==> config.mk <==
export PLATFORM = sky130hd
export DESIGN_NAME = serial_bus_frame_mac
export DESIGN_NICKNAME = d
export VERILOG_FILES = /design/src/rtl/frame_mac_pkg.sv /design/src/rtl/serial_bus_frame_mac.sv
export SDC_FILE = /design/constraint.sdc
export NUM_CORES = 1
export LEC_CHECK = 0
export BUFFER_PORTS_ARGS = -buffer_cell sky130_fd_sc_hd__buf_2
export CORE_ASPECT_RATIO = 1.5
export CORE_MARGIN = 1
export CORE_UTILIZATION = 35
export CTS_CLUSTER_DIAMETER = 150
export CTS_CLUSTER_SIZE = 30
export DETAILED_ROUTE_END_ITERATION = 8
export PLACE_DENSITY = 0.59
export SLEW_MARGIN = 20
export SYNTH_ARGS = -nofsm -noshare
export SYNTH_HDL_FRONTEND = slang
export SYNTH_SLANG_ARGS = --single-unit
==> constraint.sdc <==
create_clock -name pclk -period 5.79 [get_ports pclk]
set_clock_uncertainty 0.05 [all_clocks]
set_input_delay 1.158 -clock pclk [delete_from_list [all_inputs] [get_ports pclk]]
set_output_delay 1.158 -clock pclk [all_outputs]
set_load 0.01 [all_outputs]
==> src/rtl/frame_mac_pkg.sv <==
/*
 Constants, register map and types of the serial bus frame MAC.
 Assumes a 32-bit APB slave port and a physical layer that hands over one bit per strobe.
*/
package frame_mac_pkg;
	// frame geometry in bits, data limit in bytes, table sizes
	localparam logic [6:0] HDR_BITS = 7'h10;
	localparam logic [6:0] FCS_BITS = 7'h0f;
	localparam logic [6:0] MIN_FRAME_BITS = 7'h1f;
	localparam logic [6:0] MAX_FRAME_BITS = 7'h5f;
	localparam logic [6:0] RW_LAST_CNT = 7'h0e;
	localparam logic [6:0] RTR_POS = 7'h0f;
	localparam logic [3:0] MAX_BYTES = 4'h8;
	localparam int N_PROD = 4;
	localparam int N_CONS = 4;
	// check sequence generator
	localparam logic [14:0] CRC_POLY = 15'h0f9d;
	localparam logic [14:0] CRC_INIT = 15'h7fff;
	localparam logic [14:0] CRC_RESIDUE = 15'h4b15;
	// command bits inside the 16-bit header (bit 0 is the last one on the bus)
	localparam int HDR_EXT = 3;
	localparam int HDR_RAK = 2;
	localparam int HDR_RW = 1;
	localparam int HDR_RTR = 0;
	localparam logic EXT_VAL = 1'b1;
	localparam logic RW_READ = 1'b1;
	localparam logic RW_WRITE = 1'b0;
	localparam logic RTR_REQ = 1'b1;
	localparam logic RTR_DATA = 1'b0;
	// register byte offsets
	localparam logic [11:0] OFF_CTRL = 12'h000;
	localparam logic [11:0] OFF_TX_ID = 12'h004;
	localparam logic [11:0] OFF_STATUS = 12'h008;
	localparam logic [11:0] OFF_RX_INFO = 12'h00c;
	localparam logic [11:0] OFF_ERR = 12'h010;
	localparam logic [11:0] OFF_TX_DATA = 12'h020;
	localparam logic [11:0] OFF_RX_DATA = 12'h040;
	localparam logic [11:0] OFF_PROD_ID = 12'h060;
	localparam logic [11:0] OFF_CONS_ID = 12'h080;
	localparam logic [11:0] OFF_PROD_DATA = 12'h0a0;
	// field positions
	localparam int CTRL_GO = 0;
	localparam int CTRL_RAK = 1;
	localparam int CTRL_REQ = 2;
	localparam int CTRL_AUTO = 3;
	localparam int CTRL_LEN = 8;
	localparam int TBL_EN = 15;
	localparam int TBL_LEN = 16;
	localparam logic [31:0] RESET_WORD = 32'h0000_0000;
	typedef enum logic [1:0] {
		TX_IDLE = 2'b00,
		TX_WAIT = 2'b01,
		TX_SEND = 2'b10,
		TX_LISTEN = 2'b11
	} tx_state_type;
endpackage

==> src/rtl/serial_bus_frame_mac.sv <==
/*
 Frame MAC: builds, arbitrates, receives and checks frames, answers remote requests
 from the producer table and filters received frames through the consumer table.
 Assumes a physical layer that codes the line, inserts SOF/EOD/ACK/EOF, handles
 interframe spacing and gives one bit strobe per bit slot, and an APB master.
*/
// Local design decisions: the register addresses and the APB register port.
// Overview of operation
// - request frame: no data, R/W coded read, RTR coded remote request
// - bit before RTR in a request is driven to its read value
// - initiator of a request sends only identifier and command, then yields; here it yields only on losing RTR, else sends the check sequence too
// - serialize and deserialize byte by byte, first byte first, MSB first
// - frame invalid unless whole format SOF through EOF is correct
// - identifier through check sequence length must lie within min and max
// - any code violation in identifier, command, data or check marks invalid
// - data field not a whole number of bytes marks frame invalid
// - CRC over received bits must match received check value
// - frame requesting acknowledgement needs a positive acknowledge
// - frame without acknowledgement request needs acknowledge-absent value
// - any invalid frame may be reported to network administration
// - no LLC invalid report for short or unselected frames
// - remote request matching producer table is answered with stored data; here only when its RAK bit is clear and the transmitter is idle
// - producer entry holds identifier and data; data updated by LLC
// - frames reach the LLC only when the consumer table matches; here rx_data is overwritten by every frame, only status, rx info and error cause are gated
// - consumer table is read-only to the MAC logic
// - slave transmits only when polled; autonomous module may always send
// - contention resolved by non-destructive bitwise arbitration
// - each access attempt yields exactly one complete frame on the bus
// - 15-bit generator preset to ones, sends inverted remainder highest first
// - receive register must hold the fixed residue after all bits
// - RTR of one means no data, a request to send
// - RAK of one asks receivers for positive in-frame acknowledgement
`timescale 1ns/1ps
module serial_bus_frame_mac import frame_mac_pkg::*; (
	// clock and reset
	input wire logic pclk,
	input wire logic presetn,
	// apb slave
	input wire logic psel,
	input wire logic penable,
	input wire logic pwrite,
	input wire logic [11:0] paddr,
	input wire logic [31:0] pwdata,
	output logic [31:0] prdata,
	output logic pready,
	output logic pslverr,
	// physical layer bit interface
	input wire logic phy_bus_free,
	input wire logic phy_rx_sof,
	input wire logic phy_bit_strobe,
	input wire logic phy_rx_bit,
	input wire logic phy_rx_viol,
	input wire logic phy_rx_eod,
	input wire logic phy_rx_eof,
	input wire logic phy_rx_ack_pos,
	input wire logic phy_rx_fmt_ok,
	output logic phy_tx_req,
	output logic phy_tx_on,
	output logic phy_tx_bit,
	output logic phy_tx_eod,
	output logic phy_ack_req,
	// network administration
	output logic netadm_invalid
);
	function automatic logic [14:0] crc_step(input logic [14:0] c, input logic b);
		crc_step = {c[13:0], 1'b0} ^ (((c[14] ^ b) == 1'b1) ? CRC_POLY : 15'h0000);
	endfunction
	function automatic logic [3:0] clamp_len(input logic [3:0] len);
		clamp_len = (len > MAX_BYTES) ? MAX_BYTES : len;
	endfunction

	tx_state_type tx_state;
	logic [15:0] tx_hdr;
	logic [3:0] tx_len;
	logic [6:0] tx_pos;
	logic [14:0] tx_crc;
	logic tx_resp;
	logic [1:0] tx_entry;
	logic rx_active;
	logic rx_eod_seen;
	logic rx_viol;
	logic [6:0] rx_cnt;
	logic [14:0] rx_crc;
	logic [15:0] rx_hdr;
	logic [6:0] rx_shift;
	logic ctrl_rak;
	logic ctrl_req;
	logic ctrl_auto;
	logic [3:0] ctrl_len;
	logic [11:0] tx_id;
	logic [4:0] events;
	logic [11:0] rx_id;
	logic [3:0] rx_com;
	logic [3:0] rx_nbytes;
	logic [5:0] err_cause;
	logic [N_PROD-1:0] prod_en;
	logic [N_CONS-1:0] cons_en;
	logic [7:0] tx_data [0:7];
	logic [7:0] rx_data [0:7];
	logic [7:0] prod_data [0:N_PROD*8-1];
	logic [11:0] prod_id [0:N_PROD-1];
	logic [3:0] prod_len [0:N_PROD-1];
	logic [11:0] cons_id [0:N_CONS-1];

	// apb decode: one wait state, write takes effect at the edge with pready high
	wire wr_en = psel & penable & pready & pwrite;
	wire rd_phase = psel & penable & ~pready;
	wire aligned = paddr[1:0] == 2'b00;
	wire sel_ctrl = paddr == OFF_CTRL;
	wire sel_txid = paddr == OFF_TX_ID;
	wire sel_status = paddr == OFF_STATUS;
	wire sel_rxinfo = paddr == OFF_RX_INFO;
	wire sel_err = paddr == OFF_ERR;
	wire sel_txd = aligned && paddr[11:3] == OFF_TX_DATA[11:3];
	wire sel_rxd = aligned && paddr[11:3] == OFF_RX_DATA[11:3];
	wire sel_pid = aligned && paddr[11:4] == OFF_PROD_ID[11:4];
	wire sel_cid = aligned && paddr[11:4] == OFF_CONS_ID[11:4];
	wire sel_pdat = aligned && paddr[11:5] == OFF_PROD_DATA[11:5];
	wire mapped = sel_ctrl | sel_txid | sel_status | sel_rxinfo | sel_err | sel_txd | sel_rxd
		| sel_pid | sel_cid | sel_pdat;
	wire [2:0] wsel = {paddr[2], 2'b00};
	wire [4:0] psel_byte = {paddr[4:3], paddr[2], 2'b00};
	wire [1:0] tidx = paddr[3:2];
	wire [31:0] rd_value =
		sel_ctrl ? {20'h0_0000, ctrl_len, 4'h0, ctrl_auto, ctrl_req, ctrl_rak, 1'b0} :
		sel_txid ? {20'h0_0000, tx_id} :
		sel_status ? {26'h000_0000, events, tx_state != TX_IDLE} :
		sel_rxinfo ? {12'h000, rx_nbytes, rx_com, rx_id} :
		sel_err ? {26'h000_0000, err_cause} :
		sel_txd ? {tx_data[wsel], tx_data[wsel + 3'h1], tx_data[wsel + 3'h2],
			tx_data[wsel + 3'h3]} :
		sel_rxd ? {rx_data[wsel], rx_data[wsel + 3'h1], rx_data[wsel + 3'h2],
			rx_data[wsel + 3'h3]} :
		sel_pid ? {12'h000, prod_len[tidx], prod_en[tidx], 3'h0, prod_id[tidx]} :
		sel_cid ? {16'h0000, cons_en[tidx], 3'h0, cons_id[tidx]} :
		sel_pdat ? {prod_data[psel_byte], prod_data[psel_byte + 5'h01],
			prod_data[psel_byte + 5'h02], prod_data[psel_byte + 5'h03]} :
		RESET_WORD;

	// table lookups, producer in the R/W bit slot after the RAK bit, consumer on the identifier bits rx_hdr[15:4]
	logic prod_hit;
	logic [1:0] prod_idx;
	logic cons_hit;
	wire [11:0] poll_id = rx_hdr[13:2];
	always_comb begin
		prod_hit = 1'b0;
		prod_idx = 2'b00;
		cons_hit = 1'b0;
		for (int i = 0; i < N_PROD; i++) begin
			if (prod_en[i] && prod_id[i] == poll_id && !prod_hit) begin
				prod_hit = 1'b1;
				prod_idx = 2'(i);
			end
		end
		for (int i = 0; i < N_CONS; i++) begin
			if (cons_en[i] && cons_id[i] == rx_hdr[15:4]) begin
				cons_hit = 1'b1;
			end
		end
	end

	// transmit bit sequencing
	wire [6:0] data_end = HDR_BITS + {tx_len, 3'b000};
	wire [6:0] ntx_pos = tx_pos + 7'h01;
	wire [6:0] ntx_off = ntx_pos - HDR_BITS;
	wire [2:0] ntx_byte = ntx_off[5:3];
	wire [3:0] hdr_idx = 4'hf - ntx_pos[3:0];
	wire [2:0] bit_idx = 3'h7 - ntx_off[2:0];
	wire [7:0] ntx_data = tx_resp ? prod_data[{tx_entry, ntx_byte}] : tx_data[ntx_byte];
	wire [14:0] ntx_crc = (tx_pos < data_end) ? crc_step(tx_crc, phy_tx_bit)
		: {tx_crc[13:0], 1'b0};
	wire ntx_bit = (ntx_pos < HDR_BITS) ? tx_hdr[hdr_idx] :
		(ntx_pos < data_end) ? ntx_data[bit_idx] : ~ntx_crc[14];
	wire tx_last = tx_pos == data_end + FCS_BITS - 7'h01;
	wire tx_slot = phy_bit_strobe && tx_state == TX_SEND;
	wire tx_mismatch = tx_slot && phy_rx_bit != phy_tx_bit;
	wire tx_yield = tx_mismatch && !tx_resp && tx_pos == RTR_POS
		&& tx_hdr[HDR_RTR] == RTR_REQ;

	// receive checks
	wire rx_take = phy_bit_strobe && rx_active && !rx_eod_seen;
	wire [6:0] rx_off = rx_cnt - HDR_BITS;
	wire [6:0] rx_dbits = rx_cnt - MIN_FRAME_BITS;
	wire rx_byte_done = rx_cnt >= HDR_BITS && rx_off[2:0] == 3'h7 && rx_off[6:3] < 7'(MAX_BYTES);
	wire [14:0] nrx_crc = crc_step(rx_crc, phy_rx_bit);
	wire hdr_full = rx_cnt >= HDR_BITS;
	wire len_ok = rx_cnt >= MIN_FRAME_BITS && rx_cnt <= MAX_FRAME_BITS;
	wire align_ok = rx_dbits[2:0] == 3'h0;
	wire crc_ok = rx_crc == CRC_RESIDUE;
	wire body_ok = len_ok && align_ok && crc_ok && !rx_viol;
	wire rak = rx_hdr[HDR_RAK];
	wire ack_ok = rak ? phy_rx_ack_pos : !phy_rx_ack_pos;
	wire frame_end = phy_rx_eof && rx_active;
	wire frame_valid = phy_rx_fmt_ok && rx_eod_seen && body_ok && ack_ok;
	wire own_frame = tx_state == TX_LISTEN || tx_state == TX_SEND;
	wire rx_sel = hdr_full && cons_hit && !own_frame;
	wire poll_hit = rx_take && rx_cnt == RW_LAST_CNT && phy_rx_bit == RW_READ && prod_hit
		&& tx_state == TX_IDLE && rx_hdr[0] == 1'b0;
	wire go = wr_en && sel_ctrl && pwdata[CTRL_GO] && pwdata[CTRL_AUTO]
		&& tx_state == TX_IDLE;

	wire own_end = frame_end && own_frame;
	wire [4:0] ev_set = {own_end && tx_resp, // response sent
		frame_end && !frame_valid && rx_sel,
		frame_end && frame_valid && rx_sel && rx_hdr[HDR_RTR] == RTR_DATA,
		own_end && !tx_resp && frame_valid, own_end && !tx_resp && !frame_valid};
	wire [4:0] ev_clr = (wr_en && sel_status) ? pwdata[5:1] : 5'h00;

	always_ff @(posedge pclk or negedge presetn) begin
		if (!presetn) begin
			pready <= 1'b0;
			pslverr <= 1'b0;
			prdata <= RESET_WORD;
		end else begin
			pready <= rd_phase;
			pslverr <= rd_phase && !mapped;
			prdata <= rd_phase ? rd_value : RESET_WORD;
		end
	end

	always_ff @(posedge pclk or negedge presetn) begin
		if (!presetn) begin
			ctrl_rak <= 1'b0;
			ctrl_req <= 1'b0;
			ctrl_auto <= 1'b0;
			ctrl_len <= 4'h0;
			tx_id <= 12'h000;
			prod_en <= '0;
			cons_en <= '0;
			events <= 5'h00;
		end else begin
			if (wr_en && sel_ctrl) begin
				ctrl_rak <= pwdata[CTRL_RAK];
				ctrl_req <= pwdata[CTRL_REQ];
				ctrl_auto <= pwdata[CTRL_AUTO];
				ctrl_len <= pwdata[CTRL_LEN +: 4];
			end
			if (wr_en && sel_txid) begin
				tx_id <= pwdata[11:0];
			end
			if (wr_en && sel_pid) begin
				prod_en[tidx] <= pwdata[TBL_EN];
			end
			if (wr_en && sel_cid) begin
				cons_en[tidx] <= pwdata[TBL_EN];
			end
			// a hardware set in the same cycle as a clear wins
			events <= (events & ~ev_clr) | ev_set;
		end
	end

	// table and buffer storage: data only, validity lives in the enable bits
	always_ff @(posedge pclk) begin
		for (int i = 0; i < 4; i++) begin
			if (wr_en && sel_txd) begin
				tx_data[{paddr[2], 2'(i)}] <= pwdata[8*(3-i) +: 8];
			end
			if (wr_en && sel_pdat) begin
				prod_data[{paddr[4:3], paddr[2], 2'(i)}] <= pwdata[8*(3-i) +: 8];
			end
		end
		if (wr_en && sel_pid) begin
			prod_id[tidx] <= pwdata[11:0];
			prod_len[tidx] <= clamp_len(pwdata[TBL_LEN +: 4]);
		end
		if (wr_en && sel_cid) begin
			cons_id[tidx] <= pwdata[11:0];
		end
		if (rx_take && rx_byte_done) begin
			rx_data[rx_off[5:3]] <= {rx_shift, phy_rx_bit};
		end
	end

	// receiver: runs on every frame, including our own, until the end of frame
	always_ff @(posedge pclk or negedge presetn) begin
		if (!presetn) begin
			rx_active <= 1'b0;
			rx_eod_seen <= 1'b0;
			rx_viol <= 1'b0;
			rx_cnt <= 7'h00;
			rx_crc <= CRC_INIT;
			rx_hdr <= 16'h0000;
			rx_shift <= 7'h00;
		end else if (phy_rx_sof) begin
			rx_active <= 1'b1;
			rx_eod_seen <= 1'b0;
			rx_viol <= 1'b0;
			rx_cnt <= 7'h00;
			rx_crc <= CRC_INIT;
		end else begin
			if (rx_take) begin
				rx_crc <= nrx_crc;
				rx_cnt <= (rx_cnt == 7'h7f) ? rx_cnt : rx_cnt + 7'h01;
				rx_shift <= {rx_shift[5:0], phy_rx_bit};
				rx_viol <= rx_viol | phy_rx_viol;
				if (!hdr_full) begin
					rx_hdr <= {rx_hdr[14:0], phy_rx_bit};
				end
			end
			if (phy_rx_eod && rx_active) begin
				rx_eod_seen <= 1'b1;
			end
			if (frame_end) begin
				rx_active <= 1'b0;
			end
		end
	end

	// delivered frame details and error causes
	always_ff @(posedge pclk or negedge presetn) begin
		if (!presetn) begin
			rx_id <= 12'h000;
			rx_com <= 4'h0;
			rx_nbytes <= 4'h0;
			err_cause <= 6'h00;
		end else if (frame_end && rx_sel) begin
			if (frame_valid) begin
				rx_id <= rx_hdr[15:4];
				rx_com <= rx_hdr[3:0];
				rx_nbytes <= rx_dbits[6:3];
			end else begin
				err_cause <= {!ack_ok, !crc_ok, !align_ok, rx_viol, !len_ok,
					!(phy_rx_fmt_ok && rx_eod_seen)};
			end
		end
	end

	// transmitter
	always_ff @(posedge pclk or negedge presetn) begin
		if (!presetn) begin
			tx_state <= TX_IDLE;
			tx_hdr <= 16'h0000;
			tx_len <= 4'h0;
			tx_pos <= 7'h00;
			tx_crc <= CRC_INIT;
			tx_resp <= 1'b0;
			tx_entry <= 2'b00;
			phy_tx_bit <= 1'b1;
		end else begin
			case (tx_state)
				TX_IDLE: begin
					if (go) begin
						tx_state <= TX_WAIT;
						tx_resp <= 1'b0;
						if (pwdata[CTRL_REQ]) begin
							tx_hdr <= {tx_id, EXT_VAL, pwdata[CTRL_RAK], RW_READ, RTR_REQ};
							tx_len <= 4'h0;
						end else begin
							tx_hdr <= {tx_id, EXT_VAL, pwdata[CTRL_RAK], RW_WRITE, RTR_DATA};
							tx_len <= clamp_len(pwdata[CTRL_LEN +: 4]);
						end
					end else if (poll_hit) begin
						tx_state <= TX_SEND;
						tx_resp <= 1'b1;
						tx_entry <= prod_idx;
						tx_len <= prod_len[prod_idx];
						tx_hdr <= {poll_id, rx_hdr[1:0], phy_rx_bit, RTR_DATA};
						tx_pos <= RTR_POS;
						tx_crc <= nrx_crc;
						phy_tx_bit <= RTR_DATA;
					end
				end
				TX_WAIT: begin
					if (phy_rx_sof) begin
						tx_state <= TX_SEND;
						tx_pos <= 7'h00;
						tx_crc <= CRC_INIT;
						phy_tx_bit <= tx_hdr[15];
					end
				end
				TX_SEND: begin
					if (frame_end) begin
						tx_state <= TX_IDLE;
					end else if (tx_yield) begin
						tx_state <= TX_IDLE;
					end else if (tx_mismatch) begin
						// lost arbitration: keep receiving; a data or request frame retries once the bus is free, a response gives up
						tx_state <= tx_resp ? TX_IDLE : TX_WAIT;
						phy_tx_bit <= 1'b1;
					end else if (tx_slot) begin
						tx_crc <= ntx_crc;
						tx_pos <= ntx_pos;
						phy_tx_bit <= tx_last ? 1'b1 : ntx_bit;
						if (tx_last) begin
							tx_state <= TX_LISTEN;
						end
					end
				end
				TX_LISTEN: begin
					if (frame_end) begin
						tx_state <= TX_IDLE;
					end
				end
				default: begin
					tx_state <= TX_IDLE;
				end
			endcase
		end
	end

	// physical layer strobes and levels, all registered
	always_ff @(posedge pclk or negedge presetn) begin
		if (!presetn) begin
			phy_tx_req <= 1'b0;
			phy_tx_on <= 1'b0;
			phy_tx_eod <= 1'b0;
			phy_ack_req <= 1'b0;
			netadm_invalid <= 1'b0;
		end else begin
			phy_tx_req <= tx_state == TX_WAIT && phy_bus_free && !phy_rx_sof;
			phy_tx_on <= tx_state == TX_SEND && !tx_mismatch && !(tx_slot && tx_last);
			phy_tx_eod <= tx_slot && !tx_mismatch && tx_last;
			phy_ack_req <= phy_rx_eod && rx_active && rak && hdr_full && cons_hit && !own_frame
				&& body_ok && rx_cnt <= MAX_FRAME_BITS;
			netadm_invalid <= frame_end && !frame_valid;
		end
	end
endmodule // serial_bus_frame_mac

==> metrics.csv, run 1 <==
stage,metric,value,unit
logic_synthesis,"Avg Cell Area, Syn",13.8,sq um
clock_network,setup bufs post-CTS,0,
logic_synthesis,Mapped Area,0.0326,sq mm
global_routing,antenna violations before repair,6,
logic_synthesis,Cells after Synth,2374,
floorplan,Starting Density,0.355,
sta,Setup TNS,0,ns
routing,detailed-route wire length per cell,29.0,um
floorplan,# rows,136,
global_routing,gr ovfl total,0,
routing,DRC violations left,0,
power,switching power,0.00405,W
critical_path,CP endpoint,phy_tx_bit$_DFFE_PN1P_,
clock_network,post_cts resized,0,
clock_network,CTS Buf Count,26,
job,MaxCap Viol Count,0,
clock_network,CTS tree,yes,
power,Combinational Power Share,0.299,
global_routing,first-pass GRT wire length,154,mm
global_routing,vias in the first global route,21700,
final_layout,share of cells above drive strength 1,0.199,
sta,RSZ-0062 raised after global routing,no,
final_layout,Final nets,2496,
critical_path,R2R depth,12,
critical_path,crit path max fanout,23,
place,DPL Wire Length,76.7,mm
sta,Worst Tran Pin Value,1.18,ns
clock_network,Clock Path Buffers,3,
routing,vias,21400,
critical_path,worst setup path start,tx_pos[0]$_DFFE_PN0P_,
critical_path,RR Endpoint,phy_tx_bit$_DFFE_PN1P_,
routing,vias per std cell,5.81,
sta,Final Max Tran Viols,0,
sta,period utilization,0.775,
sta,count of final hold-check violations,0,
global_routing,largest net degree at the start of global routing,140,
logic_synthesis,sequential area share after synthesis,0.605,
critical_path,critical path class,register to register,
logic_synthesis,syn_nets,2453,
clock_network,hold buffers post-CTS,0,
logic_synthesis,"FFs w/ async S/R, synth",0.280,
sta,crit path time final,4.49,ns
power,Clk pwr share,0.204,
sta,WHS,0.402,ns
place,Post-Place Cell Area,0.0348,sq mm
critical_path,Worst setup SP type,register,
power,worst-case vdd ir drop,382,uV
clock_network,clock sink count,689,
power,Sw Share,0.344,
power,power per cell area,332,mW/mm^2
critical_path,"Req. time, crit path",6.35,ns
logic_synthesis,Yosys cell types,84,
floorplan,Chip Width,251,um
routing,1st-pass router iterations,6,
global_routing,gr usage total,0.224,
power,Pint,0.00773,W
critical_path,FF-to-FF setup slack,1.30,ns
final_layout,area growth from synthesis to layout,8.82,%
logic_synthesis,"EDFF count, synth",496,
sta,FMAX,223,MHz
clock_network,clock-pin slew on the worst setup and hold paths,0.12,ns
routing,DRT antenna net count,0,
floorplan,Die Y-Extent,376,um
floorplan,die area,0.0945,sq mm
place,Port Buffers,97,
critical_path,CP Capture Type,register,
floorplan,Core Box Area,0.0921,sq mm
sta,slew margin rel.,0.212,
logic_synthesis,Synth Register Bits,689,
place,routability cong.,0.928,
clock_network,CTS H-Tree Depth,1,
sta,"Setup violations, final",0,
power,leakage,12.7,nW
clock_network,Skew-Pair Late Insertion Delay,0.67,ns
logic_synthesis,"Primary FF master, synth",edfxtp_1,
clock_network,Root Driver,clkbuf_16,
routing,DR iter-0 viols,2270,
logic_synthesis,yosys warns,0,
outcome,outcome,finished clean,
worst_hold_path,Worst Hold Class,input pin to async pin,
floorplan,IO Pins,98,
critical_path,Arrival @ worst endpoint,5.05,ns
critical_path,RR Startpoint,tx_pos[0]$_DFFE_PN0P_,
routing,DRT Wirelength,107,mm
final_layout,fill count,8599,
power,Reg power frac,0.497,
final_layout,design area,0.0355,sq mm
[sequential cells by signal (all words and copies together), names as in the netlist, 16 cells and up]
signal,cells
cons_id,48
rx_data,64
tx_data,64
prod_len,16
prod_id,48
prdata,32
rx_hdr,16
tx_hdr,16
prod_data,256
[Yosys cell counts (all sizes together) (31+ instances only)]
library cell  instances  area share
mux4                117       0.081
nand3                58      0.0089
edfxtp              496        0.46
o22ai                35      0.0067
dfstp                31       0.025
a21oi               109       0.017
buf                  85       0.015
mux2                105       0.036
nand2               285       0.033
mux2i               137       0.042
dfrtp               162        0.12
nor2                122       0.014
inv                  31      0.0036
o221ai               33      0.0089
o21ai                33      0.0051
clkbuf               69      0.0079
and3                 32      0.0063
xnor2               127       0.035
[worst min path at each step]
| stage | start | end | depth (start not counted) |
|---|---|---|---|
| 2_1_floorplan | tx_hdr[1]$_DFFE_PN0P_ | tx_hdr[1]$_DFFE_PN0P_ | 2 |
| 3_5_place_dp | tx_crc[2]$_DFFE_PN1P_ | tx_crc[2]$_DFFE_PN1P_ | 2 |
| 5_1_grt | presetn | rx_shift[2]$_DFFE_PN0P_ | 1 |
| 6_report | presetn | rx_shift[4]$_DFFE_PN0P_ | 1 |
| 3_3_place_gp | tx_hdr[1]$_DFFE_PN0P_ | tx_hdr[1]$_DFFE_PN0P_ | 2 |
| 4_1_cts | presetn | rx_shift[5]$_DFFE_PN0P_ | 1 |
[worst max-delay path, cell delays in order, from the launching register on]
cell and delay, ns:
dfrtp_1 0.55, ha_1 0.34, and3_1 0.33, xnor2_4 0.74, inv_1 0.41, ha_1 0.43, a21boi_0 0.13, o21ai_0 0.30
a211oi_1 0.12, o21ai_0 0.16, a21boi_0 0.09, o21ai_0 0.51, o41a_1 0.26
[power by group through the flow]
stage | Sequential, W | Clock [W] | Combinational (W)
finish | 0.00586 | 0.00240 | 0.00352
detailed placement | 0.00596 | 0 | 0.00349
global route | 0.00588 | 0.00258 | 0.00378
CTS | 0.00585 | 0.00245 | 0.00350
floorplan | 0.00574 | 0 | 0.00262
global placement | 0.00595 | 0 | 0.00347
[cell usage in the layout, fill, tap and decap left out, types with 31 or more instances in the layout]
| cell type | netlist | final |
|---|---|---|
| edfxtp_1 | 496 | 496 |
| dfrtp_1 | 162 | 162 |
| mux2i_1 | 137 | 137 |
| mux4_2 | 114 | 114 |
| buf_2 | 54 | 94 |
| o221ai_1 | 33 | 33 |
| nand3_1 | 58 | 58 |
| nor2_1 | 122 | 114 |
| xnor2_1 | 125 | 121 |
| o22ai_1 | 35 | 34 |
| mux2_2 | 105 | 105 |
| a21oi_1 | 109 | 109 |
| buf_4 | 4 | 69 |
| dfstp_2 | 31 | 31 |
| nand2_1 | 285 | 285 |
| o21ai_0 | 32 | 32 |
[area by class of cell]
class	count	area, sq um	share of cell area
well taps	1242	1550	0.0437
repair buffers	169	1100	0.0309
multi-input cells	1499	12200	0.344
clock buffers	47	729	0.0205
clock inverters	1	30.0	0.000845
inverters	32	120	0.00338
flip-flops and latches	689	19800	0.556
diodes	2	5.00	0.000141
[through the flow]
step,util,setup slack [ns],total power [W],cells
after floorplan,-,0.489,0.00836,2374
final,0.386,1.30,0.0118,3681
after detailed placement,0.377,0.848,0.00945,3631
after global routing,0.386,1.03,0.0122,3680
after CTS,0.386,1.33,0.0118,3679
after global placement,0.377,0.813,0.00942,3631
[kinds of logic after synthesis]
group	count (synthesis)	synth area share
flops	689	0.605
simple gates	637	0.0911
mux	359	0.159
compound gates	348	0.0732
buf+inv	186	0.0263
xor+xnor	134	0.0368
fa+ha+maj	21	0.00805
[metal layers]
metal	GRT usage	vias up	share of wire
met3	0.0256	207	0.063
met1	0.268	11100	0.37
met5	0	-	0.00065
met2	0.397	978	0.51
li1	-	9118	-
met4	0.111	10	0.053
No activity file was read; power rests on OpenSTA's default activity.
==> inputs of run 2 (changes only) <==
==> constraint.sdc (replaced) <==
create_clock -name pclk -period 4.6 [get_ports pclk]
set_clock_uncertainty 0.05 [all_clocks]
set_input_delay 0.92 -clock pclk [delete_from_list [all_inputs] [get_ports pclk]]
set_output_delay 0.92 -clock pclk [all_outputs]
set_load 0.01 [all_outputs]
==> metrics.csv, run 2 (same netlist as run 1, synthesis figures left out) <==
stage,metric,value,unit,change
routing,DRC violations left,0,,unchanged
critical_path,Top delay family on crit path,compound AO/OA/AOI/OAI gates,,
critical_path,crit path max fanout,23,,unchanged
sta,"Setup violations, final",0,,unchanged
clock_network,setup bufs post-CTS,0,,unchanged
sta,crit path time final,4.09,ns,-0.396 ns
global_routing,vias in the first global route,22500,,+3.5%
sta,count of final hold-check violations,0,,unchanged
sta,period utilization,0.890,,+0.115
floorplan,Die Y-Extent,376,um,unchanged
sta,Setup TNS,0,ns,unchanged
clock_network,CTS tree,yes,,
final_layout,area growth from synthesis to layout,10.1,%,
power,Combinational Power Share,0.309,,+0.010
sta,setup ws final,0.508,ns,-0.794 ns
routing,vias,21600,,+1.1%
critical_path,"Req. time, crit path",5.15,ns,-1.20 ns
place,Post-Place Cell Area,0.0352,sq mm,+1.2%
clock_network,Root Driver,clkbuf_16,,
final_layout,"most common cell after layout, fill and taps aside",edfxtp_1,,
final_layout,Final nets,2543,,+1.9%
sta,slew margin rel.,0.270,,+0.0576
global_routing,first-pass GRT wire length,160,mm,+3.4%
routing,vias per std cell,5.80,,-0.24%
final_layout,design area,0.0360,sq mm,+1.2%
routing,DRT antenna net count,0,,unchanged
power,Sw Share,0.345,,+0.00127
critical_path,critical path class,register to register,,
global_routing,gr ovfl total,0,,unchanged
critical_path,worst setup path start,tx_pos[0]$_DFFE_PN0P_,,
global_routing,largest net degree at the start of global routing,105,,-25%
final_layout,max reg flops,256,,unchanged
power,Pwr Total,0.0151,W,+28%
floorplan,Core Box Area,0.0921,sq mm,unchanged
floorplan,IO Pins,98,,unchanged
critical_path,Worst setup SP type,register,,
sta,FMAX,244,MHz,+9.7%
critical_path,CP Capture Type,register,,
clock_network,CTS Buf Count,26,,unchanged
place,routability cong.,0.975,,+5.0%
critical_path,CP max stage delay,0.74,ns,about the same
power,Clk pwr share,0.202,,-0.002
power,Pint,0.00986,W,+28%
floorplan,die area,0.0945,sq mm,unchanged
clock_network,Skew-Pair Late Insertion Delay,0.66,ns,about the same
power,worst-case vdd ir drop,392,uV,+2.7%
sta,RSZ-0062 raised after global routing,no,,
floorplan,Starting Density,0.355,,unchanged
routing,detailed-route wire length per cell,29.6,um,+2.0%
clock_network,CTS H-Tree Depth,1,,unchanged
sta,Final Max Tran Viols,0,,unchanged
critical_path,"Critical Path, Cell by Cell",buf_4 > nand4_1 > a2111oi_1 > a211oi_4 > buf_12 > o221ai_1 > a21oi_1 > o41ai_1 > o311ai_1 > a211oi_1 > o41a_1,,
place,DPL Wire Length,79.9,mm,+4.1%
global_routing,antenna violations before repair,9,,+3
routing,1st-pass router iterations,8,,+2
critical_path,WP buf/inv,2,,+1
floorplan,Chip Width,251,um,unchanged
place,Setup WS pre-CTS,0.0920,ns,-0.756 ns
job,MaxCap Viol Count,0,,unchanged
floorplan,# rows,136,,unchanged
clock_network,hold buffers post-CTS,0,,unchanged
routing,DR iter-0 viols,2287,,+0.75%
place,placed cell count,3678,,+1.3%
place,Port Buffers,97,,unchanged
final_layout,fin cells,3729,,+1.3%
power,Reg power frac,0.488,,-0.009
worst_hold_path,Worst Hold Class,input pin to async pin,,
critical_path,RR Startpoint,tx_pos[0]$_DFFE_PN0P_,,
clock_network,Clock Path Buffers,3,,unchanged
final_layout,share of cells above drive strength 1,0.212,,+0.0131
power,power per cell area,419,mW/mm^2,+26%
clock_network,clock-pin slew on the worst setup and hold paths,0.12,ns,about the same
clock_network,clock sink count,689,,unchanged
power,leakage,12.9,nW,+2.1%
critical_path,"Slowest-stage cell, CP",o41ai_1,,
routing,DRT Wirelength,110,mm,+3.3%
final_layout,most frequent cells in the layout,"496 x edfxtp_1, 285 x nand2_1, 162 x dfrtp_1",,
global_routing,gr usage total,0.233,,+0.00883
outcome,outcome,finished clean,,
critical_path,Arrival @ worst endpoint,4.64,ns,-0.41 ns
sta,Worst Tran Pin Value,1.10,ns,-0.0857 ns
clock_network,post_cts resized,0,,unchanged
power,switching power,0.00519,W,+28%
-- run 2: cell type report --
class,instances,area [sq um]
Fill cell,8614,56100
Sequential cell,689,19800
Multi-Input combinational cell,1499,12200
Timing Repair Buffer,216,1560
Tap cell,1242,1550
Clock buffer,47,751
Inverter,32,120
Antenna cell,3,7.51
Clock inverter,1,3.75
-- run 2: worst paths after layout --
path                                               end  slack, ns  cells after the start
worst min register to register  tx_crc[11]$_DFFE_PN1P_       0.43                      2
worst min-delay path              prdata[23]$_DFF_PN0_       0.11                      1
min in group pclk                 phy_tx_req$_DFF_PN0_       0.41                      3
worst max-delay path            phy_tx_bit$_DFFE_PN1P_       0.51                     11
worst max register to register  phy_tx_bit$_DFFE_PN1P_       0.51                     11
max in group asynchronous       cons_en[0]$_DFFE_PN0P_       3.35                      2
-- run 2: routing by layer --
layer	up-vias	wire [um]	global-route usage
li1	9234	-	-
met1	11200	41400	0.273
met2	933	56100	0.413
met3	274	5670	0.0252
met4	12	7110	0.130
met5	-	80	0
-- run 2: through the flow --
stage          hold WS, ns   util
3_3_place_gp         0.397  0.382
2_1_floorplan        0.383      -
4_1_cts             0.0947  0.390
3_5_place_dp         0.413  0.382
6_report             0.111  0.391
5_1_grt              0.121  0.390
-- run 2: power groups by stage --
stage	clock, W	sequential (W)	combinational, W
2_1_floorplan	0	0.00723	0.00329
4_1_cts	0.00311	0.00735	0.00464
3_5_place_dp	0	0.00749	0.00461
3_3_place_gp	0	0.00747	0.00461
5_1_grt	0.00328	0.00738	0.00499
6_report	0.00304	0.00735	0.00466
